--- src/common/udr_pkg.sv ---
// Purpose: Shared constants for the DMA ready signalling block of the serial element.
// Assumes: One clock domain, core_clk at 50 MHz, asynchronous active-high reset.
// Notes:   Occupancy counts cover the FIFO, or the holding register in character mode.
`default_nettype none

package udr_pkg;

	// Depth of the receive and transmit FIFOs in characters.
	localparam int unsigned FIFO_DEPTH    = 16;
	// Width of an occupancy count that can hold the value FIFO_DEPTH.
	localparam int unsigned COUNT_W       = 5;
	// Number of flip-flops that every pin input passes before it is used.
	localparam int unsigned SYNC_STAGES   = 2;
	// Number of host strobe and select pins that are synchronised.
	localparam int unsigned HOST_PINS     = 5;

	// Bit positions of the host pins inside the synchroniser vector.
	localparam int unsigned PIN_SELECT    = 0;
	localparam int unsigned PIN_WR_LOW_N  = 1;
	localparam int unsigned PIN_WR_HIGH   = 2;
	localparam int unsigned PIN_RD_LOW_N  = 3;
	localparam int unsigned PIN_RD_HIGH   = 4;

	// Reset values: request outputs idle high, the line idles at the marking level.
	localparam logic RX_REQ_N_RESET  = 1'h1;
	localparam logic TX_REQ_N_RESET  = 1'h1;
	localparam logic MARK_LEVEL      = 1'h1;
	localparam logic STROBE_RESET    = 1'h0;
	// Reset value of the synchroniser: strobes and select idle inactive.
	localparam logic [HOST_PINS-1:0] PIN_IDLE = 5'h0A;

	// The two signalling types of the DMA ready outputs.
	typedef enum logic [0:0] {
		UDR_DMA_SINGLE = 1'b0,
		UDR_DMA_MULTI  = 1'b1
	} udr_dma_mode_t;

endpackage : udr_pkg

`default_nettype wire

--- src/rtl/udr_dma_ready.sv ---
// Purpose: DMA ready outputs, host strobe decode and reset level of the serial output.
// Assumes: Counts, trigger, time-out and control bits come from logic on core_clk.
// Notes:   Only the host pins are synchronised; every other input is on core_clk.
`timescale 1ns/100ps
`default_nettype none

module udr_dma_ready #(
	parameter int unsigned DEPTH = udr_pkg::FIFO_DEPTH,
	parameter int unsigned CW    = udr_pkg::COUNT_W
) (
	input  wire logic          core_clk,
	input  wire logic          sys_rst,
	input  wire logic          chip_select,
	input  wire logic          write_strobe_low_n,
	input  wire logic          write_strobe_high,
	input  wire logic          read_strobe_low_n,
	input  wire logic          read_strobe_high,
	input  wire logic          fifo_enable_bit,
	input  wire logic          dma_mode_select_bit,
	input  wire logic [CW-1:0] rx_char_count,
	input  wire logic          rx_trigger_hit,
	input  wire logic          rx_timeout_hit,
	input  wire logic [CW-1:0] tx_char_count,
	input  wire logic          tx_serial_bit,
	output logic               rx_dma_request_n,
	output logic               tx_dma_request_n,
	output logic               serial_out,
	output logic               host_write_pulse,
	output logic               host_read_enable
);

	typedef struct packed {
		logic rx_req_n;
		logic tx_req_n;
		logic line;
		logic write_seen;
		logic write_pulse;
		logic read_level;
	} udr_state_t;

	udr_state_t                    state;
	udr_state_t                    next_state;
	logic [udr_pkg::HOST_PINS-1:0] pins_raw;
	logic [udr_pkg::HOST_PINS-1:0] pins;
	udr_pkg::udr_dma_mode_t        dma_mode;
	logic                          write_active;
	logic                          read_active;
	logic                          rx_any;
	logic                          tx_empty;
	logic                          tx_full;

	// Decides the signalling type: multi-transfer only with FIFOs on and the mode bit set.
	function automatic udr_pkg::udr_dma_mode_t pick_mode(input logic fen, input logic dms);
		pick_mode = (fen && dms) ? udr_pkg::UDR_DMA_MULTI : udr_pkg::UDR_DMA_SINGLE;
	endfunction : pick_mode

	// Host pins are asynchronous to core_clk, so they all pass the synchroniser.
	assign pins_raw[udr_pkg::PIN_SELECT]   = chip_select;
	assign pins_raw[udr_pkg::PIN_WR_LOW_N] = write_strobe_low_n;
	assign pins_raw[udr_pkg::PIN_WR_HIGH]  = write_strobe_high;
	assign pins_raw[udr_pkg::PIN_RD_LOW_N] = read_strobe_low_n;
	assign pins_raw[udr_pkg::PIN_RD_HIGH]  = read_strobe_high;

	udr_sync #(
		.WIDTH (udr_pkg::HOST_PINS),
		.IDLE  (udr_pkg::PIN_IDLE)
	) u_pin_sync (
		.core_clk (core_clk),
		.sys_rst  (sys_rst),
		.pin_in   (pins_raw),
		.pin_sync (pins)
	);

	// Either polarity of strobe qualifies an access; the unused one must sit inactive.
	assign write_active = pins[udr_pkg::PIN_SELECT] &&
		(!pins[udr_pkg::PIN_WR_LOW_N] || pins[udr_pkg::PIN_WR_HIGH]);
	assign read_active  = pins[udr_pkg::PIN_SELECT] &&
		(!pins[udr_pkg::PIN_RD_LOW_N] || pins[udr_pkg::PIN_RD_HIGH]);

	// Occupancy decode shared by both request paths.
	assign dma_mode = pick_mode(fifo_enable_bit, dma_mode_select_bit);
	assign rx_any   = (rx_char_count != '0);
	assign tx_empty = (tx_char_count == '0);
	assign tx_full  = (tx_char_count >= CW'(DEPTH));

	// Next state of both requests, the line and the strobe decode.
	always_comb begin
		next_state = state;
		unique case (dma_mode)
			udr_pkg::UDR_DMA_SINGLE: begin
				// One character at a time: the controller waits on each request.
				next_state.rx_req_n = !rx_any;
				next_state.tx_req_n = !tx_empty;
			end
			udr_pkg::UDR_DMA_MULTI: begin
				// Once raised, the receive request stays until the burst drains the FIFO.
				if (!state.rx_req_n) begin
					next_state.rx_req_n = !rx_any;
				end else begin
					next_state.rx_req_n = !((rx_trigger_hit || rx_timeout_hit) && rx_any);
				end
				next_state.tx_req_n = tx_full;
			end
		endcase
		next_state.line        = tx_serial_bit;
		next_state.write_seen  = write_active;
		next_state.write_pulse = write_active && !state.write_seen;
		next_state.read_level  = read_active;
	end

	// Reset puts the line at marking and both requests idle.
	always_ff @(posedge core_clk or posedge sys_rst) begin
		if (sys_rst) begin
			state.rx_req_n    <= udr_pkg::RX_REQ_N_RESET;
			state.tx_req_n    <= udr_pkg::TX_REQ_N_RESET;
			state.line        <= udr_pkg::MARK_LEVEL;
			state.write_seen  <= udr_pkg::STROBE_RESET;
			state.write_pulse <= udr_pkg::STROBE_RESET;
			state.read_level  <= udr_pkg::STROBE_RESET;
		end else begin
			state <= next_state;
		end
	end

	assign rx_dma_request_n = state.rx_req_n;
	assign tx_dma_request_n = state.tx_req_n;
	assign serial_out       = state.line;
	assign host_write_pulse = state.write_pulse;
	assign host_read_enable = state.read_level;

	// Single-transfer receive request follows occupancy one cycle later.
	// The sampled reset keeps out the attempt at the release edge, where the
	// request still shows its reset value one cycle later.
	property p_rx_single;
		@(posedge core_clk) disable iff (sys_rst)
		(!sys_rst && dma_mode == udr_pkg::UDR_DMA_SINGLE)
			|=> (rx_dma_request_n == !$past(rx_any));
	endproperty
	a_rx_single: assert property (p_rx_single)
		else $error("Single-mode receive request does not follow occupancy.");

	// Character mode never uses the burst behaviour even with the mode bit set.
	property p_char_mode;
		@(posedge core_clk) disable iff (sys_rst)
		(!fifo_enable_bit && !rx_any) |=> rx_dma_request_n;
	endproperty
	a_char_mode: assert property (p_char_mode)
		else $error("Character mode receive request stayed low when empty.");

	// Burst receive request goes low on trigger or time-out with data held.
	property p_rx_burst_start;
		@(posedge core_clk) disable iff (sys_rst)
		(dma_mode == udr_pkg::UDR_DMA_MULTI && rx_any && (rx_trigger_hit || rx_timeout_hit))
			|=> !rx_dma_request_n;
	endproperty
	a_rx_burst_start: assert property (p_rx_burst_start)
		else $error("Burst receive request not raised at trigger or time-out.");

	// Burst receive request stays high below the trigger without a time-out.
	property p_rx_burst_quiet;
		@(posedge core_clk) disable iff (sys_rst)
		(dma_mode == udr_pkg::UDR_DMA_MULTI && rx_dma_request_n &&
			!rx_trigger_hit && !rx_timeout_hit) |=> rx_dma_request_n;
	endproperty
	a_rx_burst_quiet: assert property (p_rx_burst_quiet)
		else $error("Burst receive request raised before trigger.");

	// An active burst request is held while data remains, then released at empty.
	property p_rx_burst_hold;
		@(posedge core_clk) disable iff (sys_rst)
		(dma_mode == udr_pkg::UDR_DMA_MULTI && !rx_dma_request_n)
			|=> (rx_dma_request_n == !$past(rx_any));
	endproperty
	a_rx_burst_hold: assert property (p_rx_burst_hold)
		else $error("Burst receive request not held until empty.");

	// Single-transfer transmit request is low exactly while the transmitter is empty.
	property p_tx_single;
		@(posedge core_clk) disable iff (sys_rst)
		(!sys_rst && dma_mode == udr_pkg::UDR_DMA_SINGLE)
			|=> (tx_dma_request_n == !$past(tx_empty));
	endproperty
	a_tx_single: assert property (p_tx_single)
		else $error("Single-mode transmit request does not follow empty.");

	// Burst transmit request is low exactly while room remains.
	property p_tx_burst;
		@(posedge core_clk) disable iff (sys_rst)
		(!sys_rst && dma_mode == udr_pkg::UDR_DMA_MULTI)
			|=> (tx_dma_request_n == $past(tx_full));
	endproperty
	a_tx_burst: assert property (p_tx_burst)
		else $error("Burst transmit request does not follow full.");

	// The line is at marking in the first cycle after reset.
	property p_mark_reset;
		@(posedge core_clk)
		$fell(sys_rst) |-> serial_out;
	endproperty
	a_mark_reset: assert property (p_mark_reset)
		else $error("Serial output not at marking after reset.");

	// A write pulse needs a qualified strobe one cycle earlier and lasts one cycle.
	property p_write_pulse;
		@(posedge core_clk) disable iff (sys_rst)
		host_write_pulse |-> $past(write_active) ##1 !host_write_pulse;
	endproperty
	a_write_pulse: assert property (p_write_pulse)
		else $error("Write pulse without a qualified strobe or longer than one cycle.");

	// Read enable follows the qualified read strobe one cycle later.
	property p_read_level;
		@(posedge core_clk) disable iff (sys_rst)
		read_active |=> host_read_enable;
	endproperty
	a_read_level: assert property (p_read_level)
		else $error("Read enable missing for a qualified read strobe.");

endmodule : udr_dma_ready

`default_nettype wire

--- src/rtl/udr_sync.sv ---
// Purpose: Two-stage synchroniser for a vector of host pins.
// Assumes: Each bit is an independent level; no bit relation is kept across the crossing.
// Notes:   The first stage feeds only the second stage.
`timescale 1ns/100ps
`default_nettype none

module udr_sync #(
	parameter int unsigned        WIDTH = udr_pkg::HOST_PINS,
	parameter logic [WIDTH-1:0]   IDLE  = udr_pkg::PIN_IDLE
) (
	input  wire logic             core_clk,
	input  wire logic             sys_rst,
	input  wire logic [WIDTH-1:0] pin_in,
	output logic      [WIDTH-1:0] pin_sync
);

	typedef struct packed {
		logic [WIDTH-1:0] meta;
		logic [WIDTH-1:0] stable;
	} udr_sync_state_t;

	udr_sync_state_t state;
	udr_sync_state_t next_state;

	// The first stage may go metastable, so only the second stage is read outside.
	always_comb begin
		next_state        = state;
		next_state.meta   = pin_in;
		next_state.stable = state.meta;
	end

	// Both stages reset to the idle pin levels.
	always_ff @(posedge core_clk or posedge sys_rst) begin
		if (sys_rst) begin
			state.meta   <= IDLE;
			state.stable <= IDLE;
		end else begin
			state <= next_state;
		end
	end

	assign pin_sync = state.stable;

endmodule : udr_sync

`default_nettype wire

--- config.mk ---
export PLATFORM = sky130hd
export DESIGN_NAME = udr_dma_ready
export DESIGN_NICKNAME = d
export VERILOG_FILES = /design/src/common/udr_pkg.sv /design/src/rtl/udr_dma_ready.sv /design/src/rtl/udr_sync.sv
export SDC_FILE = /design/constraint.sdc
export NUM_CORES = 1
export LEC_CHECK = 0
export ABC_AREA = 0
export BUFFER_PORTS_ARGS = -buffer_cell sky130_fd_sc_hd__buf_4
export CAP_MARGIN = 10
export CORE_AREA = 3 3 40 42
export CTS_BUF_LIST = sky130_fd_sc_hd__clkbuf_4 sky130_fd_sc_hd__clkbuf_8
export DETAILED_ROUTE_END_ITERATION = 7
export DIE_AREA = 0 0 43 45
export GPL_ROUTABILITY_DRIVEN = 0
export PLACE_DENSITY = 0.67
export REMOVE_ABC_BUFFERS = 1
export SLEW_MARGIN = 20
export SYNTH_ARGS = -nofsm -noshare
export SYNTH_HDL_FRONTEND = slang
export SYNTH_HIERARCHICAL = 1
export SYNTH_SLANG_ARGS = --single-unit
--- constraint.sdc ---
create_clock -name core_clk -period 0.9 [get_ports core_clk]
set_input_delay 0.135 -clock core_clk [delete_from_list [all_inputs] [get_ports core_clk]]
set_output_delay 0.135 -clock core_clk [all_outputs]
set_load 0.05 [all_outputs]
# Word-level counts from Yosys, hierarchy flattened
# Index checks and enable logic that the tools add are counted.
# op_classes
addsub	0
mul	0
n_div	0
order_cmp	1
n_eq_ne	0
shifts	0
mux	3
bitwise_logic	1
n_reduce_logical	16
# ops
cell	count
1-bit zero test	6
5-bit >= comparator (second input constant)	1
1-bit logical AND	5
5-bit zero test	1
5-bit nonzero test	1
2-bit case mux with 2 select lines	1
1-bit logical OR	3
1-bit 2-to-1 mux	2
1-bit NOT	1
# totals
register_bits	16
latchBits	0
mem_bits_rw	0
rom_bits	0
input_bits	22
wordCells	29
mem_count	0

# Depth between registers and ports, before layout
# Gate-level depths: netlist of run 1.
# depth
ltp_word	5
depth_mapped	2

# Modules after synthesis
# The synthesis of run 1 kept the hierarchy.
# modules_own_cells
mod	n_inst	cells_per_inst	area_each_um2
udr_sync	1	11	259.0
udr_dma_ready	1	19	227.7

# Least setup slack after synthesis of run 1
# Ideal clock, no wire load.
# synth_path
kind	reg-to-reg
startpoint	register state (netlist bit rx_dma_request_n)
endpoint	register state (netlist bit rx_dma_request_n)
t_arrival_ns	0.913
required_time_ns	0.823
setup_slack_ns	-0.090
path_stages_with_launch	3
period_less_slack_ns	0.990
path_cell_list	dfstp_2 > nand4b_1 > o22ai_1
# synth_rtl
item	line	source
from (decl)	udr_dma_ready.sv:41	udr_state_t state;
from (signal assigned)	udr_dma_ready.sv:121	state <= next_state;

# Final worst setup path of run 1
# layout_path
startpoint	register state (netlist bit rx_dma_request_n)
endpoint	output rx_dma_request_n
# layout_rtl
item	line	source
to (decl)	udr_dma_ready.sv:25	output logic rx_dma_request_n,
# No word-level cell between the ends.

==> results.md, run 1 <==
- CP delay by family, top: flip-flops
- TritonCTS clock tree: built
- Top-count cell post-synth: dfrtp_1
- Final Util: 67.19%
- CP max FO: 2
- Layout cells sized above 1: 55.07%
- Total leakage power: 0.0004173 µW
- Post-synth cell types: 10
- Relative slew slack: 77.23%
- Critical path capture point type: output pin
- First-pass GRT wire length: 1511 µm
- Synth Flop Type: dfrtp_1
- Diodes inserted: 0
- Setup TNS: -0.6747 ns
- Crit path buffers/inverters: 1
- Synthesized cell area: 486.7 µm²
- Worst vdd ir: 0.001069 V
- Slack of the critical path: -0.2095 ns
- Layout Nets: 92
- Synth area leaders: dfrtp_1 (46%), dfstp_2 (38%), inv_1 (3.9%)
- Post-Syn Instances: 30
- Final slew viol count: 0
- # DRC: 0
- Power Dens Cells: between 1500 and 2000 mW/mm²
- Critical path type: flip-flop to output pin
- Worst Hold Class: primary input to flip-flop
- Yosys warns: 6
- Die Y: 45 µm
- Min cycle time layout: 1.110 ns
- CTS Buffer Depth: 2
- Number of storage elements in the synthesis netlist: 16
- Number of top-level pins: 27
- Rows: 13
- R2R depth: 2
- Grt ovf: 0
- Cts bufs inserted: 3
- Core area: between 0.001 and 0.0015 mm²
- Share of flip-flops with an asynchronous set or reset: 100.0%
- H-tree depth: 1
- Clock slew at reported path FFs: 0.08 ns
- ANT nets after route: 0
- Unrepaired setup endpoints after global routing: yes
- Drt via density: approximately 4.3
- DR WL/cell: between 10 and 15 µm
- Die width: 43 µm
- Hold path cells: 2
- Hold Startpoint: tx_char_count[4]
- Root buffer cell: clkbuf_4
- Tcrit/Tclk final: 123.3%
- Initial DRC count: 1
- Status: finished, violations left
- Fillers: 90
- All-Layer GR Usage: 11.21%
- R2r setup slk: 0.04 ns
- Initial Util: 37.88%
- Share of Yosys cell area claimed by the top area cell type: 46.27%
- Max Clk Rate: 901.3 MHz
- WP data required: 0.76 ns
- Fin. Hold Viols: 0
- Detail Placement HPWL: 657.7 µm
- Worst r2r src: rx_dma_request_n
- Vias in the first global route: 396
- Final count of negative-setup-slack endpoints: 5
- Post-route total power: 1427 µW
- Worst skew pair latency: ~0.28 ns
- WHS: 0.03230 ns
- Skew final: about 0.0007 ns
- Worst path cell trace: buf_8
- Via count: 363
- Drt total wl: approximately 890 µm
- Reg2reg end: rx_dma_request_n
- Port Buffers: 26
- Crit-path max cell delay: 0.55 ns
- Seq/Total Area, Yosys: 84.06%
- Synth Area per Inst: 16.22 µm²
- MaxCap Viol Count: 0
- Number of synthesized flops with an enable pin: 0
- Post-synth top area cell: dfrtp_1
- Die area: 0.001935 mm²
- DR pass1 iterations: 4
- Measured slew at the worst slew-check pin: 0.3412 ns
- Endpoint, Worst Hold: tx_dma_request_n
- Clk sinks: 16
- Setup Buffers After CTS: 0
- Initial antenna violation count: 0
- Synth cell count leaders: dfrtp_1 (9), dfstp_2 (7), inv_1 (5)
- Crit path DAT: 0.97 ns
- Critical path launch point type: flip-flop
- Largest net degree at the start of global routing: 11
- CP max stage cell: dfstp_2
- Area delta synth->final: 77.38%
- Failing checks: setup timing
## metal layers
| metal | GRT usage, % | vias up | routed length, µm |
|---|---|---|---|
| li1 | - | 176 | - |
| met1 | 10.44 | 168 | 306 |
| met2 | 20.96 | 15 | 498 |
| met3 | 2.390 | 4 | 60 |
| met4 | 9.036 | 0 | 23 |
| met5 | 0 | - | 0 |
## through the flow
stage,instance area (µm²),cells,setup WS (ns)
global placement,700.7,71,-0.1068
global route,863.3,84,-0.2385
CTS,857.1,84,-0.2227
finish,863.3,84,-0.2095
detailed placement,700.7,71,-0.1284
floorplan,486.7,30,-0.09042
## where the power goes
group / total [µW] / internal [µW] / switching, µW / leakage, µW
Sequential: 779 / 766 / 12.6 / 0.000181
Combinational: 199 / 116 / 82.8 / 0.000215
Clock: 449 / 246 / 203 / 0.0000210
Total: 1430 / 1130 / 298 / 0.000417
## flip-flops by register name (all words and copies together), names as in the netlist
register               count
u_pin_sync/next_state      5
u_pin_sync/pin_sync        5
host_read_enable           1
host_write_pulse           1
rx_dma_request_n           1
serial_out                 1
state                      1
tx_dma_request_n           1
## placed cells by master (no fill, tap or decap), drive strengths merged
| cell | instances |
|---|---|
| clkbuf | 4 |
| a21o | 1 |
| or4 | 2 |
| nand2 | 1 |
| dlygate4sd3 | 9 |
| o22ai | 1 |
| a21oi | 2 |
| inv | 5 |
| a211oi | 1 |
| nand4b | 1 |
| buf | 26 |
| dfrtp | 9 |
| dfstp | 7 |
## worst max path at each step
stage,from,end,slack [ns],cells past startpoint
after CTS,rx_dma_request_n,rx_dma_request_n,-0.22,1
after detailed placement,tx_char_count[1],tx_dma_request_n,-0.13,3
after floorplan,rx_dma_request_n,rx_dma_request_n,-0.09,2
after global routing,serial_out,serial_out,-0.24,1
final,rx_dma_request_n,rx_dma_request_n,-0.21,1
after global placement,tx_char_count[1],tx_dma_request_n,-0.11,3
## cells by family after synthesis
| kind of cell | synth area share [%] |
|---|---|
| AND/OR/NAND/NOR | 5.654 |
| buffers and inverters | 3.856 |
| flip-flops | 84.06 |
| AO/OA/AOI/OAI | 6.429 |
## cell type report
cell class              instances  area, µm²  area share (%)
multi-input cells               9      65.06           7.536
flip-flops and latches         16      409.1           47.39
inverters                       5      18.77           2.174
clock buffers                   4      36.28           4.203
well taps                      15      18.77           2.174
repair buffers                 35      315.3           36.52
## worst reg2reg max path: cells and delay by family (launching register included)
family / cells / cell delay [ns]
DFF: 1 / 0.55
AOI/OAI and AO/OA: 1 / 0.11
and+or+nand+nor: 1 / 0.13
## timing repair
item,4_1_cts,5_1_grt
gates resized for setup,8,1
hold endpoints to repair,19,0
setup endpoints to repair,5,6
hold buffers,9,0
pin swaps,0,2
No activity file was read; power rests on OpenSTA's default activity.
==> run 2: changes to the inputs <==
SKIP_CTS_REPAIR_TIMING = 1   (was default)
==> run 2 against run 1 <==
The run still ends with setup timing left. Register-to-register slack about the same. Sequential power about the same. Non-clock buffer count unchanged. Sequential share of layout area up 0.42 points. Die area unchanged. Clock skew about the same. Hold slack better by 0.0011 ns. Critical path type unchanged. Critical endpoint unchanged. Largest cell class unchanged. Largest power group unchanged.
==> results.md, run 2 (same netlist as run 1, synthesis figures left out) <==
- Grt ovf: 0 (unchanged)
- Internal power: 1126 µW (was 1129 µW)
- CP delay by family, top: flip-flops (unchanged)
- Die area: 0.001935 mm² (unchanged)
- Sequential group share of total power: 54.6% (about the same)
- Port Buffers: 26 (unchanged)
- ANT nets after route: 0 (unchanged)
- # DRC: 0 (unchanged)
- Cts bufs inserted: 3 (unchanged)
- Commonest non-fill, non-tap cell in the layout: buf_4 (unchanged)
- Drt total wl: 928 µm (was 887 µm)
- Detail Placement HPWL: 657.7 µm (unchanged)
- Root buffer cell: clkbuf_4 (unchanged)
- CP max FO: 2 (unchanged)
- Min cycle time layout: 1.110 ns (about the same)
- Power Dens Cells: 1665 mW/mm² (was 1653 mW/mm²)
- CP max stage cell: dfstp_2 (unchanged)
- Clk sinks: 16 (unchanged)
- Reg2reg end: rx_dma_request_n (unchanged)
- Worst skew pair latency: 0.28 ns (about the same)
- Initial DRC count: 0 (was 1)
- Layout cells sized above 1: 55.07% (unchanged)
- Fin. Hold Viols: 0 (unchanged)
- Total leakage power: 0.0004142 µW (was 0.0004173 µW)
- Final Util: 66.60% (was 67.19%)
- Initial Util: 37.88% (unchanged)
- CTS Buffer Depth: 2 (unchanged)
- Layout Nets: 92 (unchanged)
- Worst r2r src: rx_dma_request_n (unchanged)
- DR WL/cell: 11.05 µm (was 10.56 µm)
- Via count: 369 (was 363)
- Final count of negative-setup-slack endpoints: 5 (unchanged)
- Hold Startpoint: tx_char_count[4] (unchanged)
- Core area: 0.001285 mm² (unchanged)
- WP data required: 0.76 ns (about the same)
- R2R depth: 2 (unchanged)
- Comb pwr share: 13.9% (was 14.0%)
- Sw Share: 20.95% (was 20.91%)
- Skew final: 0.0006961 ns (was 0.0006924 ns)
- All-Layer GR Usage: 9.846% (was 11.21%)
- Routed length on met2: 539 µm (was 498 µm)
- Highest metal used: met4 (unchanged)
- Crit path buffers/inverters: 1 (unchanged)
- Max Clk Rate: 901.1 MHz (was 901.3 MHz)
- Rows: 13 (unchanged)
- Endpoint, Worst Hold: tx_dma_request_n (unchanged)
- TritonCTS clock tree: built (unchanged)
- Commonest cells after routing, fill and taps aside: buf_4 (21), dlygate4sd3_1 (9), dfrtp_1 (9) (unchanged)
- First-pass GRT wire length: 1317 µm (was 1511 µm)
- Number of top-level pins: 27 (unchanged)
- MaxCap Viol Count: 0 (unchanged)
- Largest net degree at the start of global routing: 11 (unchanged)
- Worst vdd ir: 0.001067 V (was 0.001069 V)
- Critical path launch point type: flip-flop (unchanged)
- R2r setup slk: 0.03 ns (was 0.04 ns)
- Measured slew at the worst slew-check pin: 0.3412 ns (about the same)
- DRT met1 WL: 310 µm (was 306 µm)
- H-tree depth: 1 (unchanged)
- DR WL met3: 55 µm (was 60 µm)
- Crit-path max cell delay: 0.55 ns (about the same)
- Status: finished, violations left (unchanged)
- Critical path capture point type: output pin (unchanged)
- DR pass1 iterations: 1 (was 4)
- Worst path cell trace: buf_6 (was buf_8)
- Failing checks: setup timing (unchanged)
- Relative slew slack: 77.23% (about the same)
- Die Y: 45 µm (unchanged)
- Hold path cells: 2 (unchanged)
- Clk pwr share: 31.5% (about the same)
- Final slew viol count: 0 (unchanged)
- Critical path type: flip-flop to output pin (unchanged)
- Initial antenna violation count: 0 (unchanged)
- Crit path DAT: 0.97 ns (about the same)
- Area delta synth->final: 75.84% (was 77.38%)
- Vias in the first global route: 337 (was 396)
- Slack of the critical path: -0.2098 ns (was -0.2095 ns)
- Tcrit/Tclk final: 123.3% (about the same)
- Dpl ws: -0.1284 ns (unchanged)
- Drt via density: 4.393 (was 4.321)
- Clock slew at reported path FFs: 0.08 ns (about the same)
- Unrepaired setup endpoints after global routing: yes (unchanged)
- Die width: 43 µm (unchanged)
- Sw Pwr: 298.5 µW (was 298.4 µW)
- Diodes inserted: 0 (unchanged)
- Worst Hold Class: primary input to flip-flop (unchanged)
## run 2: cell counts in the layout (fill, tap and decap cells not counted)
No cell type changed its count.
## run 2: final cells by class
cell class	count	area, µm²
repair buffers	35	307.8
multi-input cells	9	65.06
inverters	5	18.77
flip-flops and latches	16	409.1
well taps	15	18.77
clock buffers	4	36.28
fillers	90	429.2
## run 2: power by group through the flow
stage	Clock, µW	Sequential, µW	Combinational (µW)
after global routing	502	784	212
after CTS	476	776	158
after global placement	0	788	154
after detailed placement	0	789	157
after floorplan	0	829	24.6
final	449	778	198
## run 2: worst max path at each step
stage / from / to / slack, ns / cells past startpoint
after detailed placement: tx_char_count[1] / tx_dma_request_n / -0.13 / 3
after global routing: rx_dma_request_n / rx_dma_request_n / -0.24 / 1
after CTS: rx_dma_request_n / rx_dma_request_n / -0.25 / 1
after floorplan: rx_dma_request_n / rx_dma_request_n / -0.09 / 2
final: rx_dma_request_n / rx_dma_request_n / -0.21 / 1
after global placement: tx_char_count[1] / tx_dma_request_n / -0.11 / 3
## run 2: routing by layer
| metal | vias to the layer above | track usage, % |
|---|---|---|
| met3 | 4 | 2.390 |
| met5 | - | 0 |
| met4 | 0 | 9.036 |
| met1 | 174 | 9.686 |
| li1 | 176 | - |
| met2 | 15 | 17.07 |
## run 2: per-stage QoR
step / setup TNS (ns) / hold WS [ns] / total power [µW] / instance area, µm² / instances
after global routing: -0.8811 / 0.02942 / 1498 / 855.8 / 84
after CTS: -0.8784 / -0.2443 / 1410 / 737.0 / 75
after floorplan: -0.09042 / -0.07622 / 853.2 / 486.7 / 30
final: -0.6778 / 0.03336 / 1425 / 855.8 / 84
after detailed placement: -0.2306 / 0.07333 / 946.7 / 700.7 / 71
after global placement: -0.2106 / 0.07244 / 941.9 / 700.7 / 71
